## config.mk

```make
export PLATFORM = sky130hd
export DESIGN_NAME = wtu_top
export DESIGN_NICKNAME = d
export VERILOG_FILES = /design/src/hw/wtu_pkg.sv /design/src/hw/wtu_top.sv
export SDC_FILE = /design/constraint.sdc
export NUM_CORES = 1
export LEC_CHECK = 0
export BUFFER_PORTS_ARGS = -buffer_cell sky130_fd_sc_hd__buf_2
export CORE_MARGIN = 3
export CORE_UTILIZATION = 45
export CTS_BUF_LIST = sky130_fd_sc_hd__clkbuf_4 sky130_fd_sc_hd__clkbuf_8
export CTS_CLUSTER_DIAMETER = 150
export DETAILED_ROUTE_END_ITERATION = 10
export GPL_TIMING_DRIVEN = 0
export HOLD_SLACK_MARGIN = 0.08
export PLACE_DENSITY = 0.68
export SYNTH_ARGS = -nofsm -noshare
export SYNTH_HDL_FRONTEND = slang
export SYNTH_SLANG_ARGS = --single-unit
```

## constraint.sdc

```tcl
create_clock -name core_clk_i -period 2.75 [get_ports core_clk_i]
set_clock_uncertainty 0.1 [all_clocks]
set_input_delay 0.4125 -clock core_clk_i [delete_from_list [all_inputs] [get_ports core_clk_i]]
set_output_delay 0.4125 -clock core_clk_i [all_outputs]
set_load 0.05 [all_outputs]
```

## src/hw/wtu_pkg.sv

```systemverilog
// Constants, register map and types of the watchdog timeout unit
// Overview of operation
// - After any reset the watchdog stays disabled; software sets control bit 7 to start.
// - Once enabled, writes cannot clear enable; only a reset disables the watchdog.
// - Period select bits [1:0] choose 2^27, 2^25, 2^22 or 2^18 counted cycles.
// - Clock select bits [4:3]: 00 system clock, 01 real-time clock, others reserved.
// - Every time-out sets the read-only reset-cause flag, bit 5, for either response.
// - Only a non-watchdog reset (chip or debug interface) clears the reset-cause flag.
// - Response bit 6: 0 resets the chip on time-out, 1 sends a nonmaskable interrupt.
// - Time-out outputs change only on a rising clock edge.
// - Writing A5h then 5Ah to the restart key reloads the counter and counting continues.
// - Second key byte may come any time later, but only counts before a time-out.
// - Restart key is 8-bit write-only, undefined at reset, never alters the control.
package wtu_pkg;
   // Register indexes; the byte address is four times the index
   localparam logic [9:0] IDX_CONTROL = 10'h093;
   localparam logic [9:0] IDX_RESTART_KEY = 10'h094;
   localparam logic [9:0] IDX_IRQ_STATUS = 10'h095;
   localparam logic [9:0] IDX_IRQ_MASK = 10'h096;
   localparam logic [11:0] ADDR_CONTROL = {IDX_CONTROL, 2'h0};
   localparam logic [11:0] ADDR_RESTART_KEY = {IDX_RESTART_KEY, 2'h0};
   localparam logic [11:0] ADDR_IRQ_STATUS = {IDX_IRQ_STATUS, 2'h0};
   localparam logic [11:0] ADDR_IRQ_MASK = {IDX_IRQ_MASK, 2'h0};

   localparam logic [7:0] KEY_FIRST = 8'hA5;
   localparam logic [7:0] KEY_SECOND = 8'h5A;

   localparam logic [1:0] CLK_SYSTEM = 2'h0;
   localparam logic [1:0] CLK_RTC = 2'h1;

   // Interrupt status bit positions
   localparam int unsigned STS_TIMEOUT = 0;
   localparam int unsigned STS_RESTART = 1;
   localparam int unsigned STS_KEY_ERR = 2;
   localparam int unsigned STS_W = 3;
   localparam logic [STS_W-1:0] STS_RESET = 3'h0;

   localparam logic [4:0] RST_PULSE_CYCLES = 5'h10;

   // Layout of the control register, bit 7 first
   typedef struct packed {
      logic en;
      logic nmi_sel;
      logic cause;
      logic [1:0] clk_sel;
      logic rsvd;
      logic [1:0] period;
   } wtu_ctl_s;

   localparam wtu_ctl_s CTL_RESET = wtu_ctl_s'(8'h00);
endpackage

```

## src/hw/wtu_top.sv

```systemverilog
// Watchdog timeout unit with APB register slave and interrupt logic
`timescale 1ns/1ps
`default_nettype none
module wtu_top #(
   parameter logic [27:0] PERIOD_SEL0_CYCLES = 28'h8000000,
   parameter logic [27:0] PERIOD_SEL1_CYCLES = 28'h2000000,
   parameter logic [27:0] PERIOD_SEL2_CYCLES = 28'h0400000,
   parameter logic [27:0] PERIOD_SEL3_CYCLES = 28'h0040000
) (
   input wire logic core_clk_i,
   input wire logic srst_i,
   input wire logic debug_rst_i,
   input wire logic rtc_tick_i,
   input wire logic psel_i,
   input wire logic penable_i,
   input wire logic pwrite_i,
   input wire logic [11:0] paddr_i,
   input wire logic [31:0] pwdata_i,
   input wire logic [3:0] pstrb_i,
   output logic [31:0] prdata_o,
   output logic pready_o,
   output logic pslverr_o,
   output logic chip_reset_o,
   output logic nmi_o,
   output logic irq_o
);

   function automatic logic [27:0] period_len(input logic [1:0] sel);
      case (sel)
         2'h0: period_len = PERIOD_SEL0_CYCLES;
         2'h1: period_len = PERIOD_SEL1_CYCLES;
         2'h2: period_len = PERIOD_SEL2_CYCLES;
         default: period_len = PERIOD_SEL3_CYCLES;
      endcase
   endfunction

   wtu_pkg::wtu_ctl_s ctl_r;
   wtu_pkg::wtu_ctl_s ctl_nxt;
   wtu_pkg::wtu_ctl_s ctl_wdata;
   logic [27:0] cnt_r;
   logic [27:0] cnt_nxt;
   logic [4:0] hold_r;
   logic [4:0] hold_nxt;
   logic armed_r;
   logic armed_nxt;
   logic rtc_q_r;
   logic [wtu_pkg::STS_W-1:0] sts_r;
   logic [wtu_pkg::STS_W-1:0] sts_nxt;
   logic [wtu_pkg::STS_W-1:0] mask_r;
   logic [wtu_pkg::STS_W-1:0] sts_set;
   logic [wtu_pkg::STS_W-1:0] sts_clr;
   logic pready_r;
   logic pslverr_r;
   logic [31:0] prdata_r;
   logic chip_reset_r;
   logic nmi_r;
   logic irq_r;

   // Bus decode
   wire access = psel_i & penable_i;
   wire xfer = access & pready_r;
   wire pready_nxt = access & ~pready_r;
   wire sel_ctl = paddr_i == wtu_pkg::ADDR_CONTROL;
   wire sel_key = paddr_i == wtu_pkg::ADDR_RESTART_KEY;
   wire sel_sts = paddr_i == wtu_pkg::ADDR_IRQ_STATUS;
   wire sel_mask = paddr_i == wtu_pkg::ADDR_IRQ_MASK;
   wire addr_hit = sel_ctl | sel_key | sel_sts | sel_mask;
   wire wr_ok = xfer & pwrite_i & pstrb_i[0];
   wire wr_ctl = wr_ok & sel_ctl;
   wire wr_key = wr_ok & sel_key;
   wire wr_sts = wr_ok & sel_sts;
   wire wr_mask = wr_ok & sel_mask;
   wire [7:0] key_byte = pwdata_i[7:0];

   // Resets that do not come from the watchdog
   wire blk_rst = srst_i | debug_rst_i;
   wire in_hold = hold_r != 5'h00;

   // Counting source
   wire rtc_rise = rtc_tick_i & ~rtc_q_r;
   wire src_sys = ctl_r.clk_sel == wtu_pkg::CLK_SYSTEM;
   wire src_rtc = ctl_r.clk_sel == wtu_pkg::CLK_RTC;
   wire tick = ctl_r.en & (src_sys | (src_rtc & rtc_rise));
   wire expire = tick & (cnt_r == period_len(ctl_r.period) - 28'h1);
   wire reset_resp = expire & ~ctl_r.nmi_sel;
   wire nmi_resp = expire & ctl_r.nmi_sel;

   // Restart key sequence; a time-out in the same cycle wins
   wire key_first = wr_key & (key_byte == wtu_pkg::KEY_FIRST);
   wire key_done = wr_key & armed_r & (key_byte == wtu_pkg::KEY_SECOND);
   wire key_bad = wr_key & ~key_first & ~key_done;
   wire restart_hit = key_done & ~expire;

   assign ctl_wdata = wtu_pkg::wtu_ctl_s'(pwdata_i[7:0]);

   always_comb
   begin
      ctl_nxt = ctl_r;
      if (blk_rst)
      begin
         ctl_nxt = wtu_pkg::CTL_RESET;
      end
      else if (reset_resp)
      begin
         ctl_nxt = wtu_pkg::CTL_RESET;
         ctl_nxt.cause = 1'b1;
      end
      else
      begin
         if (wr_ctl & ~in_hold)
         begin
            ctl_nxt.en = ctl_r.en | ctl_wdata.en;
            ctl_nxt.nmi_sel = ctl_wdata.nmi_sel;
            ctl_nxt.clk_sel = ctl_wdata.clk_sel;
            ctl_nxt.period = ctl_wdata.period;
         end
         ctl_nxt.cause = ctl_r.cause | expire;
      end
   end

   // Counter is held at its initial count while disabled
   assign cnt_nxt = (blk_rst | ~ctl_r.en | expire | restart_hit) ? 28'h0 :
                    tick ? cnt_r + 28'h1 : cnt_r;

   assign armed_nxt = (blk_rst | expire) ? 1'b0 :
                      wr_key ? key_first : armed_r;

   assign hold_nxt = blk_rst ? 5'h00 :
                     reset_resp ? wtu_pkg::RST_PULSE_CYCLES :
                     in_hold ? hold_r - 5'h01 : 5'h00;

   // Interrupt status: set wins over a write-one clear
   assign sts_set = {key_bad, restart_hit, expire};
   assign sts_clr = wr_sts ? pwdata_i[wtu_pkg::STS_W-1:0] : wtu_pkg::STS_RESET;
   assign sts_nxt = blk_rst ? wtu_pkg::STS_RESET : (sts_r & ~sts_clr) | sts_set;

   wire [31:0] rd_mux = sel_ctl ? {24'h0, ctl_r} :
                        sel_sts ? {29'h0, sts_r} :
                        sel_mask ? {29'h0, mask_r} : 32'h0;

   always_ff @(posedge core_clk_i)
   begin
      ctl_r <= ctl_nxt;
      cnt_r <= cnt_nxt;
      armed_r <= armed_nxt;
      hold_r <= hold_nxt;
      sts_r <= sts_nxt;
   end

   // Time-out outputs registered on the rising edge
   always_ff @(posedge core_clk_i)
   begin
      if (blk_rst)
      begin
         chip_reset_r <= 1'b0;
         nmi_r <= 1'b0;
         // Follow the pin in reset so that no false edge follows release
         rtc_q_r <= rtc_tick_i;
      end
      else
      begin
         chip_reset_r <= hold_nxt != 5'h00;
         nmi_r <= nmi_resp;
         rtc_q_r <= rtc_tick_i;
      end
   end

   always_ff @(posedge core_clk_i)
   begin
      if (blk_rst)
      begin
         mask_r <= wtu_pkg::STS_RESET;
         irq_r <= 1'b0;
      end
      else
      begin
         if (wr_mask)
         begin
            mask_r <= pwdata_i[wtu_pkg::STS_W-1:0];
         end
         irq_r <= |(sts_r & mask_r);
      end
   end

   always_ff @(posedge core_clk_i)
   begin
      if (srst_i)
      begin
         pready_r <= 1'b0;
         pslverr_r <= 1'b0;
         prdata_r <= 32'h0;
      end
      else
      begin
         pready_r <= pready_nxt;
         pslverr_r <= pready_nxt & ~addr_hit;
         prdata_r <= (pready_nxt & ~pwrite_i) ? rd_mux : 32'h0;
      end
   end

   assign prdata_o = prdata_r;
   assign pready_o = pready_r;
   assign pslverr_o = pslverr_r;
   assign chip_reset_o = chip_reset_r;
   assign nmi_o = nmi_r;
   assign irq_o = irq_r;

   // Cycles that the current chip reset pulse has stood, for the length check
   logic [4:0] pulse_len_r;
   always_ff @(posedge core_clk_i)
   begin
      if (blk_rst | ~chip_reset_r)
      begin
         pulse_len_r <= 5'h00;
      end
      else
      begin
         pulse_len_r <= pulse_len_r + 5'h01;
      end
   end
endmodule
`default_nettype wire

```

==> results.yml <==
cts:
  cts.sinks: 61
  postCtsSetupRepairBufs: 0
  cts_max_level: 3
  ctsLongestPathBuffers: 2
  cts.clk_slew.worst_paths_ns: 0.06
  cts_tree: "yes"
  ctsResizeCount: 0
  hold_buffers: 0
  cts_root_buffer: "clkbuf_8"
  clk_latency_ns: 0.33
  cts_buffers: 9
timing:
  slew_viol_final: 0
  fin_crit_sh: 0.9291
  fmax_ghz: 0.3914
  finalHoldViolCount: 0
  fin_crit_ns: 2.555
  fin_tns_setup_ns: 0
  rsz0062_at_grt: "false"
  setup_viol: 0
  tightest_slew_ns: 1.104
  fin_hold_ws_ns: 0.09796
  relSlewSlack: 0.2574
yosys:
  synth_top_area_cell: "dfxtp_1"
  avgSynthCellArea_um2: 9.067
  seq_area_frac_synth: 0.4057
  synth-edff-count: 0
  synth.distinct_cells: 48
  synthesis.area_um2: 3010
  async_flop_share: 0
  synthCells: 332
  yosys-top-cells-area: "dfxtp_1 (41%), buf_4 (6.2%), xor2_1 (5.8%)"
  ys_ff_latch: 61
  synth_ff_type: "dfxtp_1"
  yosysWarnings: 0
  synth_top_area_share: 0.4057
drt:
  dr.pass1.iters: 4
  vias: 2463
  detail-route-antenna-nets: 0
  drt-total-wl_mm: 6.200
  avgViaCountPerCell: 5.089
  route.detailed.drc: 0
  drt_iter0_markers: 156
  wire_per_inst_um: 12.81
setup_path:
  worstSetupEndpointType: "flop"
  crit_chain: "nand2_1 -> ha_1 -> or3_1 -> nand2_1 -> nand4b_1 -> o21ai_1 -> buf_2 -> buf_2 -> nor3_1"
  cpMaxStageDelayCell: "dfxtp_1"
  cp.arrival_ns: 2.66
  critPathBufInv: 2
  worstSetupStartpointType: "flop"
  crit_family: "simple AND/OR/NAND/NOR gates"
  max_stage_delay_ns: 0.41
  path_class: "flop to flop"
  crit_required_ns: 2.86
  path_max_fanout: 10
finish:
  diodes: 0
  num-fill-cells: 594
  area_growth_pct: 17.58
  regArea_um2: 1221
  drive_above_1_share: 0.2236
  multiInputGateArea_um2: 1614
  post-route-util: 0.5511
  fin_nets: 465
global_route:
  grt_pass1_wl_mm: 10.21
  grt_overflow: 0
  grt_pass1_vias: 2285
  grt_max_degree: 11
  antenna_found_initial: 0
  grt.total_usage: 0.1692
run_status:
  outcome: "finished clean"
floorplanning:
  die_height_um: 87.79
  core_um2: 6422
  start_util: 0.4687
  die_x_um: 87.79
  design.die.area_um2: 7707
  num_rows: 29
  num_io_pins: 92
pwr:
  p_leak_uw: 0.001392
  power_density_nw_per_um2: 514.0
  vdd_drop_max_uv: 352.9
placement:
  place_hpwl_mm: 4.661
  portBuffers: 40
  place.gp.congestion: 0.7832
hold_path:
  hold_class: "input pin to flop"
run:
  max_cap_viol_count: 0
==> report_power, final <==
part / internal, uW / switching (uW) / leakage [uW] / total (uW)
logic: 90.6 / 177 / 0.000822 / 267
clock network: 337 / 307 / 0.0000785 / 645
registers: 898 / 8.74 / 0.000492 / 907
==> per-layer routing <==
metal / vias to the layer above / track usage / routed length, um / share of wire
met5: - / 0 / 0 / 0
met4: 0 / 0.06276 / 65 / 0.010
met3: 7 / 0.04610 / 344 / 0.055
met2: 57 / 0.2610 / 2738 / 0.44
met1: 1114 / 0.2263 / 3051 / 0.49
li1: 1285 / - / - / -
==> sequential cells by signal (all words and copies together) (netlist names) <==
name	cells
nmi_o	1
mask_r	3
cnt_r	28
rtc_q_r	1
sts_r	3
hold_r	5
pready_o	1
ctl_r	7
pslverr_o	1
prdata_o	8
chip_reset_o	1
irq_o	1
armed_r	1
==> final cells by class <==
| class | instances | area share |
|---|---|---|
| plain buffers | 35 | 0.06858 |
| multi-input cells | 254 | 0.4560 |
| repair buffers | 40 | 0.05656 |
| inverters | 5 | 0.005302 |
| well taps | 77 | 0.02722 |
| clock buffers | 12 | 0.04136 |
| flip-flops and latches | 61 | 0.3450 |
==> stage by stage <==
step / worst slack, ns / cells / power [uW] / instance area [um2]
3_3_place_gp: 0.1285 / 472 / 1191 / 3393
6_report: 0.1951 / 484 / 1820 / 3540
4_1_cts: 0.2364 / 484 / 1838 / 3540
3_5_place_dp: 0.05280 / 472 / 1194 / 3393
5_1_grt: 0.02333 / 484 / 1902 / 3540
2_1_floorplan: 0.4531 / 355 / 1142 / 3097
==> synth_stat cells (2+ instances only) <==
| master | number |
|---|---|
| nand4b_1 | 3 |
| a21bo_2 | 2 |
| nor4_1 | 6 |
| nor3_1 | 27 |
| xnor2_1 | 6 |
| dfxtp_1 | 61 |
| o21ai_0 | 4 |
| or2_2 | 2 |
| mux2i_1 | 12 |
| a211oi_1 | 4 |
| and3_1 | 7 |
| nand4_1 | 10 |
| buf_4 | 25 |
| clkbuf_1 | 6 |
| inv_1 | 5 |
| xor2_1 | 20 |
| or4_1 | 4 |
| nor2b_1 | 3 |
| nand2b_1 | 4 |
| nand3_1 | 14 |
| nand2_1 | 23 |
| o31ai_1 | 3 |
| ha_1 | 4 |
| or3_1 | 3 |
| nor3b_1 | 3 |
| and2_1 | 8 |
| o21a_1 | 3 |
| buf_2 | 2 |
| a22oi_1 | 3 |
| buf_6 | 2 |
| nor2_1 | 24 |
| a21oi_1 | 7 |
| and4_1 | 7 |
==> worst paths after layout <==
| kind | start | end | slack, ns | depth (start not counted) |
|---|---|---|---|---|
| setup / recovery | ctl_r[1] | cnt_r[19] | 0.20 | 9 |
| hold / removal | rtc_tick_i | rtc_q_r | 0.1 | 1 |
| setup reg to reg | ctl_r[1] | cnt_r[19] | 0.20 | 9 |
| hold reg to reg | ctl_r[5] | ctl_r[5] | 0.36 | 1 |
==> cell usage in the layout (no fill, tap or decap), types with 6 or more instances in the layout <==
cell type  Yosys  layout
conb_1         1      24
nor4_1         6       6
nand4_1       10      10
clkbuf_8       0       9
nand3_1       14      14
a21oi_1        7       7
clkbuf_1       6       6
and3_1         7       7
and2_1         8       8
mux2i_1       12      12
xor2_1        20      20
buf_2          2      42
buf_4         25      25
and4_1         7       7
xnor2_1        6       6
nor2_1        24      24
dfxtp_1       61      61
nand2_1       23      23
nor3_1        27      27
==> logic make-up after synthesis <==
kind of cell	count (synthesis)	share of synthesized area
compound gates	34	0.08437
xor+xnor	26	0.07564
fa+ha+maj	4	0.01663
buf+inv	40	0.08687
flops	61	0.4057
mux	12	0.03990
other cells	1	0.001246
simple gates	154	0.2897
No activity file was read; power rests on OpenSTA's default activity.
